$ cat config.mk
export PLATFORM = sky130hd
export DESIGN_NAME = ipl_priority_regs
export DESIGN_NICKNAME = d
export VERILOG_FILES = /design/src/ipl_pkg.sv /design/src/ipl_route_if.sv /design/src/ipl_route.sv /design/src/ipl_priority_regs.sv
export VERILOG_INCLUDE_DIRS = /design/src
export SDC_FILE = /design/constraint.sdc
export NUM_CORES = 1
export LEC_CHECK = 0
export ABC_AREA = 0
export CAP_MARGIN = 15
export CORE_ASPECT_RATIO = 0.9
export CORE_MARGIN = 3
export CORE_UTILIZATION = 50
export CTS_CLUSTER_SIZE = 10
export DETAILED_ROUTE_END_ITERATION = 8
export DONT_BUFFER_PORTS = 1
export PLACE_DENSITY_LB_ADDON = 0.25
export SKIP_LAST_GASP = 1
export SYNTH_ARGS = -nofsm -noshare
export SYNTH_HDL_FRONTEND = slang
export SYNTH_SLANG_ARGS = --single-unit
$ cat constraint.sdc
create_clock -name hclk -period 3.82 [get_ports hclk]
set_input_delay 0.191 -clock hclk [delete_from_list [all_inputs] [get_ports hclk]]
set_output_delay 0.191 -clock hclk [all_outputs]
set_load 0.02 [all_outputs]
$ cat src/ipl_map.svh
// Register offsets, field positions, reset values and write masks of the priority registers.
`ifndef IPL_MAP_SVH
`define IPL_MAP_SVH
`define IPL_SERIAL_IDX 10'h006
`define IPL_PWM_IDX 10'h008
`define IPL_STATUS_IDX 10'h00a
`define IPL_SERIAL_RST 16'h0000
`define IPL_PWM_RST 16'h0000
`define IPL_STATUS_RST 16'h0000
`define IPL_SERIAL_WMASK 16'h0cff
`define IPL_PWM_WMASK 16'hff00
`define IPL_I2C0_LSB 10
`define IPL_SPI0_RX_LSB 6
`define IPL_SPI0_TX_LSB 4
`define IPL_SPI1_RX_LSB 2
`define IPL_SPI1_TX_LSB 0
`define IPL_PWM_CAP_LSB 14
`define IPL_PWM_RLD3_LSB 12
`define IPL_PWM_RERR_LSB 10
`define IPL_PWM_FAULT_LSB 8
`define IPL_NUM_SRC 9
`endif

$ cat src/ipl_pkg.sv
// Types and decode functions shared by the priority register block.
package ipl_pkg;
`include "ipl_map.svh"

	typedef enum logic [1:0] {
		IPL_MASKED = 2'b00,
		IPL_LEVEL0 = 2'b01,
		IPL_LEVEL1 = 2'b10,
		IPL_LEVEL2 = 2'b11
	} ipl_prio_t;

	typedef logic [`IPL_NUM_SRC-1:0] ipl_src_vec_t;
	typedef logic [2*`IPL_NUM_SRC-1:0] ipl_prio_vec_t;

	// One-hot contribution of a request to core levels 0..2; level 3 cannot be reached.
	function automatic logic [2:0] level_hit(input logic [1:0] code, input logic req);
		logic [2:0] hit;
		hit = 3'h0;
		unique case (ipl_prio_t'(code))
			IPL_MASKED: hit = 3'h0;
			IPL_LEVEL0: hit = {2'h0, req};
			IPL_LEVEL1: hit = {1'h0, req, 1'h0};
			IPL_LEVEL2: hit = {req, 2'h0};
		endcase
		return hit;
	endfunction

	function automatic logic [1:0] top_level(input logic [2:0] hit);
		logic [1:0] lvl;
		lvl = 2'h0;
		if (hit[2]) begin
			lvl = 2'h2;
		end else if (hit[1]) begin
			lvl = 2'h1;
		end
		return lvl;
	endfunction
endpackage

$ cat src/ipl_route_if.sv
// Carrier between the register block and the request router.
interface ipl_route_if;
	ipl_pkg::ipl_src_vec_t req;
	ipl_pkg::ipl_prio_vec_t prio;
	logic [2:0] level_hit;
	modport ctrl (output req, output prio, input level_hit);
	modport route (input req, input prio, output level_hit);
endinterface

$ cat src/ipl_route.sv
// Router that folds every gated request into the core level vector.
`include "ipl_map.svh"

module ipl_route (
	ipl_route_if.route rif
);
	always_comb begin
		logic [2:0] acc;
		acc = 3'h0;
		for (int i = 0; i < `IPL_NUM_SRC; i++) begin
			acc = acc | ipl_pkg::level_hit(rif.prio[2*i +: 2], rif.req[i]);
		end
		rif.level_hit = acc;
	end
endmodule // ipl_route

$ cat src/ipl_priority_regs.sv
// Priority level registers for serial and PWM requests, with an AHB-Lite slave port.
//
// The implementer's own choice: the AHB-Lite interface to the registers.
`include "ipl_map.svh"

// Contract
// [RQ1] Code 00 masks, 01/10/11 give levels 0/1/2.
// [RQ2] Requests reach only levels 0 to 2.
// [RQ3] Reset clears every field to masked.
// [RQ4] Serial priority register at index 6.
// [RQ5] PWM priority register at index 8, resets zero.
// [RQ6] Serial register bits 15-12, 9-8 reserved.
// [RQ7] Bits 11-10 set I2C port 0 level.
// [RQ8] Bits 7-6 set SPI 0 receive-full level.
// [RQ9] Bits 5-4 set SPI 0 transmit-empty level.
// [RQ10] Bits 3-2 set SPI 1 receive-full level.
// [RQ11] A field sets SPI 1 transmit-empty level.
// [RQ12] That field sits in bits 1-0.
// [RQ13] PWM bits 15-14 set combined capture level.
// [RQ14] Combined capture ORs submodule 0-3 captures.
// [RQ15] PWM bits 13-12 set submodule 3 reload level.
// [RQ16] PWM bits 11-10 set reload-error level.
// [RQ17] PWM bits 9-8 set fault level; rest reserved.
module ipl_priority_regs (
	input wire logic hclk,
	input wire logic hresetn,
	input wire logic hsel,
	input wire logic [31:0] haddr,
	input wire logic [1:0] htrans,
	input wire logic hwrite,
	input wire logic [2:0] hsize,
	input wire logic [31:0] hwdata,
	input wire logic hready,
	output logic hreadyout,
	output logic [31:0] hrdata,
	output logic hresp,
	input wire logic i2c_port0_request,
	input wire logic spi_port0_rx_full_request,
	input wire logic spi_port0_tx_empty_request,
	input wire logic spi_port1_rx_full_request,
	input wire logic spi_port1_tx_empty_request,
	input wire logic pwm_sub0_capture_request,
	input wire logic pwm_sub1_capture_request,
	input wire logic pwm_sub2_capture_request,
	input wire logic pwm_sub3_capture_request,
	input wire logic pwm_sub3_reload_request,
	input wire logic pwm_reload_error_request,
	input wire logic pwm_fault_request,
	output logic [2:0] core_level_req,
	output logic core_irq_valid,
	output logic [1:0] core_irq_level
);
	logic [15:0] serial_port_irq_priority_reg;
	logic [15:0] serial_port_irq_priority_next;
	logic [15:0] pwm_irq_priority_reg;
	logic [15:0] pwm_irq_priority_next;
	logic [15:0] status_reg;
	logic wr_pend_reg;
	logic [9:0] wr_idx_reg;
	logic [31:0] hrdata_reg;
	logic [2:0] core_level_reg;
	logic [1:0] core_top_reg;
	logic addr_accept;
	logic [9:0] addr_idx;
	logic pwm_capture_any;
	ipl_pkg::ipl_src_vec_t src_req;
	ipl_route_if rif ();

	// Zero wait states: every transfer finishes in its first data-phase cycle.
	assign hreadyout = 1'b1;
	assign hresp = 1'b0;
	assign hrdata = hrdata_reg;

	// Upper address bits must be zero for a hit, so the map does not alias.
	function automatic logic [9:0] word_index(input logic [31:0] a);
		return (a[31:12] == 20'h00000) ? a[11:2] : 10'h3ff;
	endfunction

	assign addr_accept = hsel && hready && htrans[1];
	assign addr_idx = word_index(haddr);

	// Write data arrives in the data phase; the next value is used both for the
	// update and for a read that follows back to back, so that read sees the write.
	always_comb begin
		serial_port_irq_priority_next = serial_port_irq_priority_reg;
		if (wr_pend_reg && wr_idx_reg == `IPL_SERIAL_IDX) begin // [RQ4]
			serial_port_irq_priority_next = hwdata[15:0] & `IPL_SERIAL_WMASK; // [RQ6]
		end
	end

	always_comb begin
		pwm_irq_priority_next = pwm_irq_priority_reg;
		if (wr_pend_reg && wr_idx_reg == `IPL_PWM_IDX) begin // [RQ5]
			pwm_irq_priority_next = hwdata[15:0] & `IPL_PWM_WMASK; // [RQ17]
		end
	end

	always_ff @(posedge hclk or negedge hresetn) begin
		if (!hresetn) begin
			wr_pend_reg <= 1'b0;
			wr_idx_reg <= 10'h000;
		end else begin
			wr_pend_reg <= addr_accept && hwrite;
			if (addr_accept) begin
				wr_idx_reg <= addr_idx;
			end
		end
	end

	always_ff @(posedge hclk or negedge hresetn) begin
		if (!hresetn) begin
			serial_port_irq_priority_reg <= `IPL_SERIAL_RST; // [RQ3]
			pwm_irq_priority_reg <= `IPL_PWM_RST; // [RQ3] [RQ5]
		end else begin
			serial_port_irq_priority_reg <= serial_port_irq_priority_next;
			pwm_irq_priority_reg <= pwm_irq_priority_next;
		end
	end

	// Read data is latched at the end of the address phase and stands through the data phase.
	always_ff @(posedge hclk or negedge hresetn) begin
		if (!hresetn) begin
			hrdata_reg <= 32'h00000000;
		end else if (addr_accept && !hwrite) begin
			unique case (addr_idx)
				`IPL_SERIAL_IDX: hrdata_reg <= {16'h0000, serial_port_irq_priority_next};
				`IPL_PWM_IDX: hrdata_reg <= {16'h0000, pwm_irq_priority_next};
				`IPL_STATUS_IDX: hrdata_reg <= {16'h0000, status_reg};
				default: hrdata_reg <= 32'h00000000;
			endcase
		end
	end

	assign pwm_capture_any = pwm_sub0_capture_request | pwm_sub1_capture_request
		| pwm_sub2_capture_request | pwm_sub3_capture_request; // [RQ14]

	assign src_req = {pwm_fault_request, pwm_reload_error_request, pwm_sub3_reload_request,
		pwm_capture_any, spi_port1_tx_empty_request, spi_port1_rx_full_request,
		spi_port0_tx_empty_request, spi_port0_rx_full_request, i2c_port0_request};

	assign rif.req = src_req;
	assign rif.prio = {
		pwm_irq_priority_reg[`IPL_PWM_FAULT_LSB +: 2], // [RQ17]
		pwm_irq_priority_reg[`IPL_PWM_RERR_LSB +: 2], // [RQ16]
		pwm_irq_priority_reg[`IPL_PWM_RLD3_LSB +: 2], // [RQ15]
		pwm_irq_priority_reg[`IPL_PWM_CAP_LSB +: 2], // [RQ13]
		serial_port_irq_priority_reg[`IPL_SPI1_TX_LSB +: 2], // [RQ11] [RQ12]
		serial_port_irq_priority_reg[`IPL_SPI1_RX_LSB +: 2], // [RQ10]
		serial_port_irq_priority_reg[`IPL_SPI0_TX_LSB +: 2], // [RQ9]
		serial_port_irq_priority_reg[`IPL_SPI0_RX_LSB +: 2], // [RQ8]
		serial_port_irq_priority_reg[`IPL_I2C0_LSB +: 2] // [RQ7]
	};

	// Each unmasked field gates its request onto exactly one of levels 0..2.
	ipl_route u_route (
		.rif(rif.route) // [RQ1] [RQ2]
	);

	// Raw request snapshot, readable by software to see which sources are asking.
	always_ff @(posedge hclk or negedge hresetn) begin
		if (!hresetn) begin
			status_reg <= `IPL_STATUS_RST;
		end else begin
			status_reg <= {7'h00, src_req};
		end
	end

	always_ff @(posedge hclk or negedge hresetn) begin
		if (!hresetn) begin
			core_level_reg <= 3'h0;
			core_top_reg <= 2'h0;
		end else begin
			core_level_reg <= rif.level_hit;
			core_top_reg <= ipl_pkg::top_level(rif.level_hit); // [RQ2]
		end
	end

	assign core_level_req = core_level_reg;
	assign core_irq_valid = |core_level_reg;
	assign core_irq_level = core_top_reg;

	// Checks on the visible behaviour.

	reset_clear_a: assert property ( // [RQ3]
		@(posedge hclk)
		$rose(hresetn) |->
			serial_port_irq_priority_reg == 16'h0000 && pwm_irq_priority_reg == 16'h0000
	) else $error("priority fields not cleared at reset release");

	all_masked_a: assert property ( // [RQ1]
		@(posedge hclk) disable iff (!hresetn)
		(serial_port_irq_priority_reg == 16'h0000 && pwm_irq_priority_reg == 16'h0000)
			|=> core_level_req == 3'h0
	) else $error("request passed while every field is masked");

	no_level3_a: assert property ( // [RQ2]
		@(posedge hclk) disable iff (!hresetn)
		core_irq_valid |-> core_irq_level != 2'h3 && core_level_req[core_irq_level]
	) else $error("core level out of range or not pending");

	reserved_zero_a: assert property ( // [RQ6]
		@(posedge hclk) disable iff (!hresetn)
		serial_port_irq_priority_reg[15:12] == 4'h0
			&& serial_port_irq_priority_reg[9:8] == 2'h0
			&& pwm_irq_priority_reg[7:0] == 8'h00
	) else $error("reserved priority bits became set");

	serial_write_a: assert property ( // [RQ4]
		@(posedge hclk) disable iff (!hresetn)
		(addr_accept && hwrite && haddr == 32'h00000018)
			##1 1'b1 |=> serial_port_irq_priority_reg == ($past(hwdata[15:0]) & 16'h0cff)
	) else $error("write at serial register address not stored");

	pwm_write_a: assert property ( // [RQ5]
		@(posedge hclk) disable iff (!hresetn)
		(addr_accept && hwrite && haddr == 32'h00000020)
			##1 1'b1 |=> pwm_irq_priority_reg == ($past(hwdata[15:0]) & 16'hff00)
	) else $error("write at pwm register address not stored");

	i2c_level_a: assert property ( // [RQ7]
		@(posedge hclk) disable iff (!hresetn)
		(i2c_port0_request && serial_port_irq_priority_reg[11:10] == 2'b11)
			|=> core_level_req[2]
	) else $error("i2c request not raised at level 2");

	spi0_rx_a: assert property ( // [RQ8]
		@(posedge hclk) disable iff (!hresetn)
		(spi_port0_rx_full_request && serial_port_irq_priority_reg[7:6] == 2'b01)
			|=> core_level_req[0]
	) else $error("spi 0 receive request not raised at level 0");

	spi0_tx_a: assert property ( // [RQ9]
		@(posedge hclk) disable iff (!hresetn)
		(spi_port0_tx_empty_request && serial_port_irq_priority_reg[5:4] == 2'b10)
			|=> core_level_req[1]
	) else $error("spi 0 transmit request not raised at level 1");

	spi1_rx_a: assert property ( // [RQ10]
		@(posedge hclk) disable iff (!hresetn)
		(spi_port1_rx_full_request && serial_port_irq_priority_reg[3:2] == 2'b11)
			|=> core_level_req[2]
	) else $error("spi 1 receive request not raised at level 2");

	spi1_tx_a: assert property ( // [RQ11] [RQ12]
		@(posedge hclk) disable iff (!hresetn)
		(spi_port1_tx_empty_request && serial_port_irq_priority_reg[1:0] == 2'b01)
			|=> core_level_req[0]
	) else $error("spi 1 transmit request not raised at level 0");

	capture_or_a: assert property ( // [RQ13] [RQ14]
		@(posedge hclk) disable iff (!hresetn)
		(pwm_sub3_capture_request && pwm_irq_priority_reg[15:14] == 2'b10)
			|=> core_level_req[1]
	) else $error("submodule 3 capture not raised at level 1");

	reload3_a: assert property ( // [RQ15]
		@(posedge hclk) disable iff (!hresetn)
		(pwm_sub3_reload_request && pwm_irq_priority_reg[13:12] == 2'b11)
			|=> core_level_req[2]
	) else $error("reload request not raised at level 2");

	reload_err_a: assert property ( // [RQ16]
		@(posedge hclk) disable iff (!hresetn)
		(pwm_reload_error_request && pwm_irq_priority_reg[11:10] == 2'b01)
			|=> core_level_req[0]
	) else $error("reload error not raised at level 0");

	fault_level_a: assert property ( // [RQ17]
		@(posedge hclk) disable iff (!hresetn)
		(pwm_fault_request && pwm_irq_priority_reg[9:8] == 2'b10)
			|=> core_level_req[1]
	) else $error("fault request not raised at level 1");

	read_back_a: assert property ( // [RQ4]
		@(posedge hclk) disable iff (!hresetn)
		(addr_accept && !hwrite && haddr == 32'h00000018 && !wr_pend_reg)
			|=> hrdata == {16'h0000, $past(serial_port_irq_priority_reg)}
	) else $error("serial register read returned wrong data");

	// Single-source checks pin down the whole level vector, not just one bit of it.
	i2c_masked_a: assert property ( // [RQ1]
		@(posedge hclk) disable iff (!hresetn)
		(src_req == 9'h001 && serial_port_irq_priority_reg[11:10] == 2'b00)
			|=> core_level_req == 3'h0
	) else $error("masked i2c request reached the core");

	i2c_level0_a: assert property ( // [RQ1]
		@(posedge hclk) disable iff (!hresetn)
		(src_req == 9'h001 && serial_port_irq_priority_reg[11:10] == 2'b01)
			|=> core_level_req == 3'h1 && core_irq_level == 2'h0
	) else $error("i2c request not raised at level 0 alone");

	i2c_level1_a: assert property ( // [RQ1]
		@(posedge hclk) disable iff (!hresetn)
		(src_req == 9'h001 && serial_port_irq_priority_reg[11:10] == 2'b10)
			|=> core_level_req == 3'h2 && core_irq_level == 2'h1
	) else $error("i2c request not raised at level 1 alone");

	fault_masked_a: assert property ( // [RQ17]
		@(posedge hclk) disable iff (!hresetn)
		(src_req == 9'h100 && pwm_irq_priority_reg[9:8] == 2'b00)
			|=> core_level_req == 3'h0
	) else $error("masked fault request reached the core");

	capture_low_a: assert property ( // [RQ14]
		@(posedge hclk) disable iff (!hresetn)
		((pwm_sub0_capture_request || pwm_sub1_capture_request || pwm_sub2_capture_request)
			&& pwm_irq_priority_reg[15:14] == 2'b11) |=> core_level_req[2]
	) else $error("lower submodule capture not raised at level 2");

	top_level_a: assert property ( // [RQ2]
		@(posedge hclk) disable iff (!hresetn)
		core_level_req[2] |-> core_irq_level == 2'h2
	) else $error("level 2 pending but not reported as highest");

	mid_level_a: assert property ( // [RQ2]
		@(posedge hclk) disable iff (!hresetn)
		(core_level_req[1] && !core_level_req[2]) |-> core_irq_level == 2'h1
	) else $error("level 1 pending but not reported as highest");

	idle_level_a: assert property ( // [RQ2]
		@(posedge hclk) disable iff (!hresetn)
		!core_irq_valid |-> core_irq_level == 2'h0
	) else $error("level reported while nothing is pending");

	reset_outputs_a: assert property ( // [RQ3]
		@(posedge hclk)
		$rose(hresetn) |->
			core_level_req == 3'h0 && core_irq_level == 2'h0 && hrdata == 32'h00000000
	) else $error("outputs not cleared at reset release");

	pwm_read_a: assert property ( // [RQ5]
		@(posedge hclk) disable iff (!hresetn)
		(addr_accept && !hwrite && haddr == 32'h00000020 && !wr_pend_reg)
			|=> hrdata == {16'h0000, $past(pwm_irq_priority_reg)}
	) else $error("pwm register read returned wrong data");

	unmapped_read_a: assert property ( // [RQ4] [RQ5]
		@(posedge hclk) disable iff (!hresetn)
		(addr_accept && !hwrite && haddr[11:2] != 10'h006 && haddr[11:2] != 10'h008
			&& haddr[11:2] != 10'h00a) |=> hrdata == 32'h00000000
	) else $error("unmapped read returned nonzero data");

	// An alias above the map must not reach a priority register.
	stray_write_a: assert property ( // [RQ4] [RQ5]
		@(posedge hclk) disable iff (!hresetn)
		(addr_accept && hwrite && !(haddr[31:12] == 20'h00000 && haddr[11:2] == 10'h006)
			&& !(haddr[31:12] == 20'h00000 && haddr[11:2] == 10'h008)) ##1 1'b1
			|=> $stable(serial_port_irq_priority_reg) && $stable(pwm_irq_priority_reg)
	) else $error("write outside the registers changed a priority field");

endmodule // ipl_priority_regs

==> impl_metrics.tcl, run 1 <==
set metrics [dict create \
    initial_core_util 0.522 \
    vdd_drop_max_uv 297 \
    ys_ff_latch 72 \
    drive_above_1_share 0.107 \
    grt_pass1_wl_um 12600 \
    slowest_delay_ps 470 \
    grt_start_max_net_pins 73 \
    wl_um 7670 \
    slowest_stage "nor4b_4" \
    port_buffers 0 \
    drc_errors 0 \
    synth_top_area_frac 0.559 \
    dp_hpwl_um 5040 \
    min_delay_path_depth 1 \
    synth_edf_count 0 \
    wl_per_cell_um 18.6 \
    ys.flop_type "dfrtp_1" \
    cp-start-kind "flip-flop" \
    die-height_um 82.2 \
    avgSynthCellArea_um2 11.2 \
    seqPwrFrac 0.487 \
    seq_area_um2 1800 \
    core_area_um2 6180 \
    synth_top_area_cell "dfrtp_1" \
    cap_violations 0 \
    grt_overflow 0 \
    cts_tree "built" \
    grt_pass1_vias 2417 \
    p_sw_frac 0.224 \
    place_congestion 0.869 \
    worstSetupPathType "flip-flop to flip-flop" \
    antennaDiodeCount 0 \
    totalPowerFinal_uw 1650 \
    numCtsBuffers 9 \
    die_x_um 90.6 \
    cp_num_buf_inv 0 \
    synth_cell_types 39 \
    dieArea_um2 7450 \
    cp_num_cells 5 \
    intPower_uw 1280 \
    maxSlewHeadroom 0.291 \
    outcome "completed" \
    power_frac_comb 0.070 \
    htreeDepth 3 \
    clock_latency_ps 350 \
    slew_violations 0 \
    io_pins 126 \
    syn_inst 288 \
    cts.sinks 72 \
    worst_pin_slew_ps 1060 \
    fillCellCount 494 \
    p_clk_frac 0.443 \
    cp-startpoint "wr_idx_reg[0]" \
    place_ws_ps 1680 \
    ys_seq_area_frac 0.559 \
    rr_endpoint "hrdata[3]" \
    async_flop_share 1.00 \
    stdcell_count 413 \
    drtPass1Iterations 4 \
    place_inst 361 \
    clockBufferDepth 2 \
    multi_input_area_um2 1250 \
    antenna_found_initial 0 \
    setup_viol 0 \
    first_iter_violations 140 \
    area_growth_pct 18.5 \
    synth_area_um2 3220 \
    critical-path-top-delay-family "simple AND/OR/NAND/NOR gates" \
    switching_power_uw 370 \
    fin_ws_ps 1640 \
    clkTransAtPathRegs_ps 70 \
    fmax_mhz 458 \
    nNetsFinal 407 \
    synth_area_leaders "dfrtp_1 56%, nand2_1 5.4%, mux2_2 4.5%" \
    rows 27 \
    r2r_slack_ps 1640 \
    cp_data_required_time_ps 3990 \
    hold_viol_final 0 \
    cts-root-buf "clkbuf_8" \
    powerDensity_nw_per_um2 433 \
    cp.arrival_ps 2350 \
    endpoint "hrdata[3]" \
    cellLeakagePower_uw 0.00162 \
    rsz0062_at_grt "no" \
    period_minus_slack_ps 2180 \
    yosys_warnings 0 \
    antenna_left 0 \
    timing.final.crit_share 0.572 \
    worstReg2RegStart "wr_idx_reg[0]" \
    vias_per_cell 5.63 \
    cp_cell_sequence "nor4b_4 > nand4_4 > nor2b_4 > a222oi_1 > a22oi_1" \
    tns_ps 0 \
    hp-class "input port to flip-flop" \
    vias 2326 \
    cp-end-kind "flip-flop" \
    path_max_fanout 17 \
    reg2reg_depth 5 \
    track_usage 0.221 \
    fin_worst_skew_ps 8.56 \
    synthTopCellsByCount "72 x dfrtp_1, 46 x nand2_1, 19 x buf_4" \
    post-synth-top-count-cell "dfrtp_1" \
]
-- layout by cell type (no fill, tap or decap), drive strengths merged, types with 7 or more instances in the layout --
master       count
o22ai            7
a22oi            9
o22a             9
clkbuf          11
dlygate4sd3     35
and2            16
conb            18
nand3           12
inv             11
nor4             9
dfrtp           72
nand2           46
nor2             7
mux2            13
a222oi           8
-- worst register-to-register path, delay by kind of cell, from the launching register on --
family	cells	cell delay (ps)
AOI/OAI and AO/OA	2	430
DFF	1	420
and+or+nand+nor	3	1160
-- how the worst min path moves through the flow --
stage	slack (ps)	startpoint	endpoint
2_1_floorplan	-100	hresetn	core_irq_level[0]
3_3_place_gp	-100	hresetn	wr_pend_reg
3_5_place_dp	-100	hresetn	wr_pend_reg
4_1_cts	6	hwdata[10]	serial_port_irq_priority_reg[10]
5_1_grt	0.4	hwdata[10]	serial_port_irq_priority_reg[10]
6_report	20	hwdata[10]	serial_port_irq_priority_reg[10]
-- cell type report --
| cell class | count | area share |
|---|---|---|
| inverters | 11 | 0.0108 |
| flip-flops and latches | 72 | 0.471 |
| well taps | 87 | 0.0285 |
| clock buffers | 11 | 0.0370 |
| repair buffers | 36 | 0.0989 |
| multi-input cells | 191 | 0.326 |
| clock inverters | 5 | 0.0272 |
-- what timing repair did --
action / in CTS / in global routing
resized for setup: 0 / 0
buffers inserted: 0 / 0
endpoints found under the setup margin: 0 / 0
hold buffers: 36 / 0
hold endpoints to repair: 107 / 0
-- cells by family after synthesis --
group | synth area share
multiplexers | 0.0609
AO/OA/AOI/OAI | 0.120
AND/OR/NAND/NOR | 0.185
other | 0.00233
buffers and inverters | 0.0730
flip-flops | 0.559
-- routing by layer --
| metal | vias to the layer above | wire [um] | share of wire | track usage |
|---|---|---|---|---|
| li1 | 1066 | - | - | - |
| met1 | 1180 | 3340 | 0.44 | 0.288 |
| met2 | 68 | 3620 | 0.47 | 0.350 |
| met3 | 12 | 594 | 0.077 | 0.0707 |
| met4 | 0 | 112 | 0.015 | 0.0841 |
| met5 | - | 0 | 0 | 0 |
-- power groups by stage --
stage               registers, uW  clock network (uW)  logic [uW]
global route                  807                 793         129
global placement              819                   0        66.4
detailed placement            819                   0        67.6
floorplan                     813                   0        76.7
CTS                           804                 750         117
finish                        805                 732         116
-- per-stage QoR --
stage                     instance area, um2  utilization  hold WS (ps)
after detailed placement                3200        0.518          -103
after CTS                               3820        0.618          5.95
after global routing                    3820        0.618         0.393
final                                   3820        0.618          20.4
after floorplan                         3280            -          -105
after global placement                  3200        0.518          -102
No activity file was read; power rests on OpenSTA's default activity.
==> run 2, diff against run 1 <==
==> constraint.sdc (replaced) <==
create_clock -name hclk -period 1.85 [get_ports hclk]
set_input_delay 0.0925 -clock hclk [delete_from_list [all_inputs] [get_ports hclk]]
set_output_delay 0.0925 -clock hclk [all_outputs]
set_load 0.02 [all_outputs]
==> impl_metrics.tcl, run 2 (same netlist as run 1, synthesis figures left out) <==
set metrics [dict create \
    rr_endpoint "hrdata[4]" \
    seqPwrFrac 0.561 \
    reg2reg_depth 6 \
    intPower_uw 2260 \
    vdd_drop_max_uv 429 \
    cts_tree "built" \
    final_cell_mix "72 x dfrtp_1, 46 x nand2_1, 38 x dlygate4sd3_1" \
    track_usage 0.220 \
    drc_errors 0 \
    slowest_stage "dfrtp_1" \
    tns_ps -11.6 \
    worstSetupPathType "flip-flop to flip-flop" \
    cap_violations 0 \
    first_iter_violations 174 \
    rows 27 \
    dieArea_um2 7450 \
    cellLeakagePower_uw 0.00166 \
    drive_above_1_share 0.130 \
    power_frac_comb 0.084 \
    numCtsBuffers 9 \
    switching_power_uw 705 \
    fillCellCount 500 \
    cp_num_cells 6 \
    timing.final.crit_share 1.01 \
    core_area_um2 6180 \
    clkTransAtPathRegs_ps 70 \
    die-height_um 82.2 \
    met3_usage 0.0670 \
    path_max_fanout 8 \
    final_common_cell "dfrtp_1" \
    fmax_mhz 537 \
    slowest_delay_ps 410 \
    cp-start-kind "flip-flop" \
    vias_per_cell 5.49 \
    busiest_layer "met2" \
    place_congestion 0.852 \
    stdcell_count 425 \
    cp_num_buf_inv 1 \
    worstReg2RegStart "wr_idx_reg[4]" \
    place_inst 370 \
    area_growth_pct 20.0 \
    p_clk_frac 0.355 \
    period_minus_slack_ps 1860 \
    hp-class "input port to flip-flop" \
    fin_ws_ps -11.6 \
    cp_cell_sequence "nor4b_4 > buf_4 > nand4_4 > nor2b_4 > a222oi_1 > a22oi_1" \
    min_delay_path_depth 3 \
    cp-startpoint "wr_idx_reg[4]" \
    powerDensity_nw_per_um2 767 \
    nNetsFinal 422 \
    seq_area_um2 1800 \
    antenna_left 0 \
    wl_per_cell_um 18.0 \
    io_pins 126 \
    rsz0062_at_grt "yes" \
    die_x_um 90.6 \
    htreeDepth 3 \
    critical-path-top-delay-family "simple AND/OR/NAND/NOR gates" \
    dp_hpwl_um 5120 \
    hold_viol_final 0 \
    setup_viol 1 \
    grt_pass1_vias 2404 \
    outcome "complete, but fails checks" \
    fin_worst_skew_ps 2.78 \
    final_area_um2 3870 \
    cts.sinks 72 \
    slew_violations 0 \
    grtUsageMet1 0.292 \
    wl_um 7630 \
    vias 2334 \
    violations "negative setup slack" \
    cts-root-buf "clkbuf_8" \
    initial_core_util 0.522 \
    clockBufferDepth 2 \
    placed_cell_area_um2 3280 \
    multi_input_area_um2 1250 \
    cp-end-kind "flip-flop" \
    r2r_slack_ps -10 \
    antennaDiodeCount 0 \
    antenna_found_initial 0 \
    endpoint "hrdata[4]" \
    p_sw_frac 0.238 \
    post_cts_resized 0 \
    clock_latency_ps 340 \
    grt_start_max_net_pins 73 \
    cp.arrival_ps 2060 \
    use_met2 0.340 \
    cp_data_required_time_ps 2050 \
    grt_overflow 0 \
    totalPowerFinal_uw 2970 \
    drtPass1Iterations 7 \
    port_buffers 0 \
    grt_pass1_wl_um 12400 \
    fin_util 0.626 \
]
[run 2: cell count changes in the layout (fill, tap and decap cells not counted), sizes merged]
cell	delta
dlygate4sd3	+3
clkbuf	+1
bufinv	-3
clkinv	-1
buf	+12
[run 2: per-layer routing]
| layer | vias up | part of all wire |
|---|---|---|
| met1 | 1142 | 0.43 |
| met3 | 10 | 0.080 |
| met5 | - | 0 |
| met4 | 0 | 0.017 |
| met2 | 89 | 0.47 |
| li1 | 1093 | - |
[run 2: timing repair]
item | in CTS | in global routing
endpoints found under the hold margin | 110 | 0
endpoints found under the setup margin | 0 | 15
hold buffers | 39 | 0
buffers inserted | 0 | 3
[run 2: worst min path at each step]
stage               slack [ps]                 to  startpoint
floorplan                 -200  core_irq_level[0]     hresetn
detailed placement        -200          hrdata[7]     hresetn
CTS                          3         hrdata[11]   haddr[10]
global placement          -200        wr_pend_reg     hresetn
finish                      20         hrdata[11]   haddr[10]
global route                20         hrdata[11]   haddr[10]
[run 2: power by group through the flow]
| stage | Combinational, uW | Clock, uW | Sequential (uW) |
|---|---|---|---|
| final | 249 | 1050 | 1660 |
| after global routing | 276 | 1150 | 1670 |
| after CTS | 250 | 1090 | 1660 |
| after detailed placement | 144 | 0 | 1690 |
| after global placement | 142 | 0 | 1690 |
| after floorplan | 158 | 0 | 1680 |
[run 2: layout make-up]
| type | count | area share |
|---|---|---|
| inverter | 11 | 0.0107 |
| tap | 87 | 0.0281 |
| sequential | 72 | 0.466 |
| multi-input combinational | 191 | 0.322 |
| clock inverter | 1 | 0.00129 |
| timing repair buffer | 51 | 0.132 |
| clock buffer | 12 | 0.0401 |
[run 2: tightest hold or removal path, cell delays in order]
cell     delay [ps]
nor4_2           30
o21ai_0         100
o21ai_0         100
[run 2: metrics by stage]
| step | hold WS, ps | setup WS [ps] |
|---|---|---|
| after global placement | -201 | 59.9 |
| after detailed placement | -201 | 55.1 |
| after CTS | 2.94 | 39.7 |
| final | 22.1 | -11.6 |
| after floorplan | -203 | 88.9 |
| after global routing | 24.1 | -88.8 |
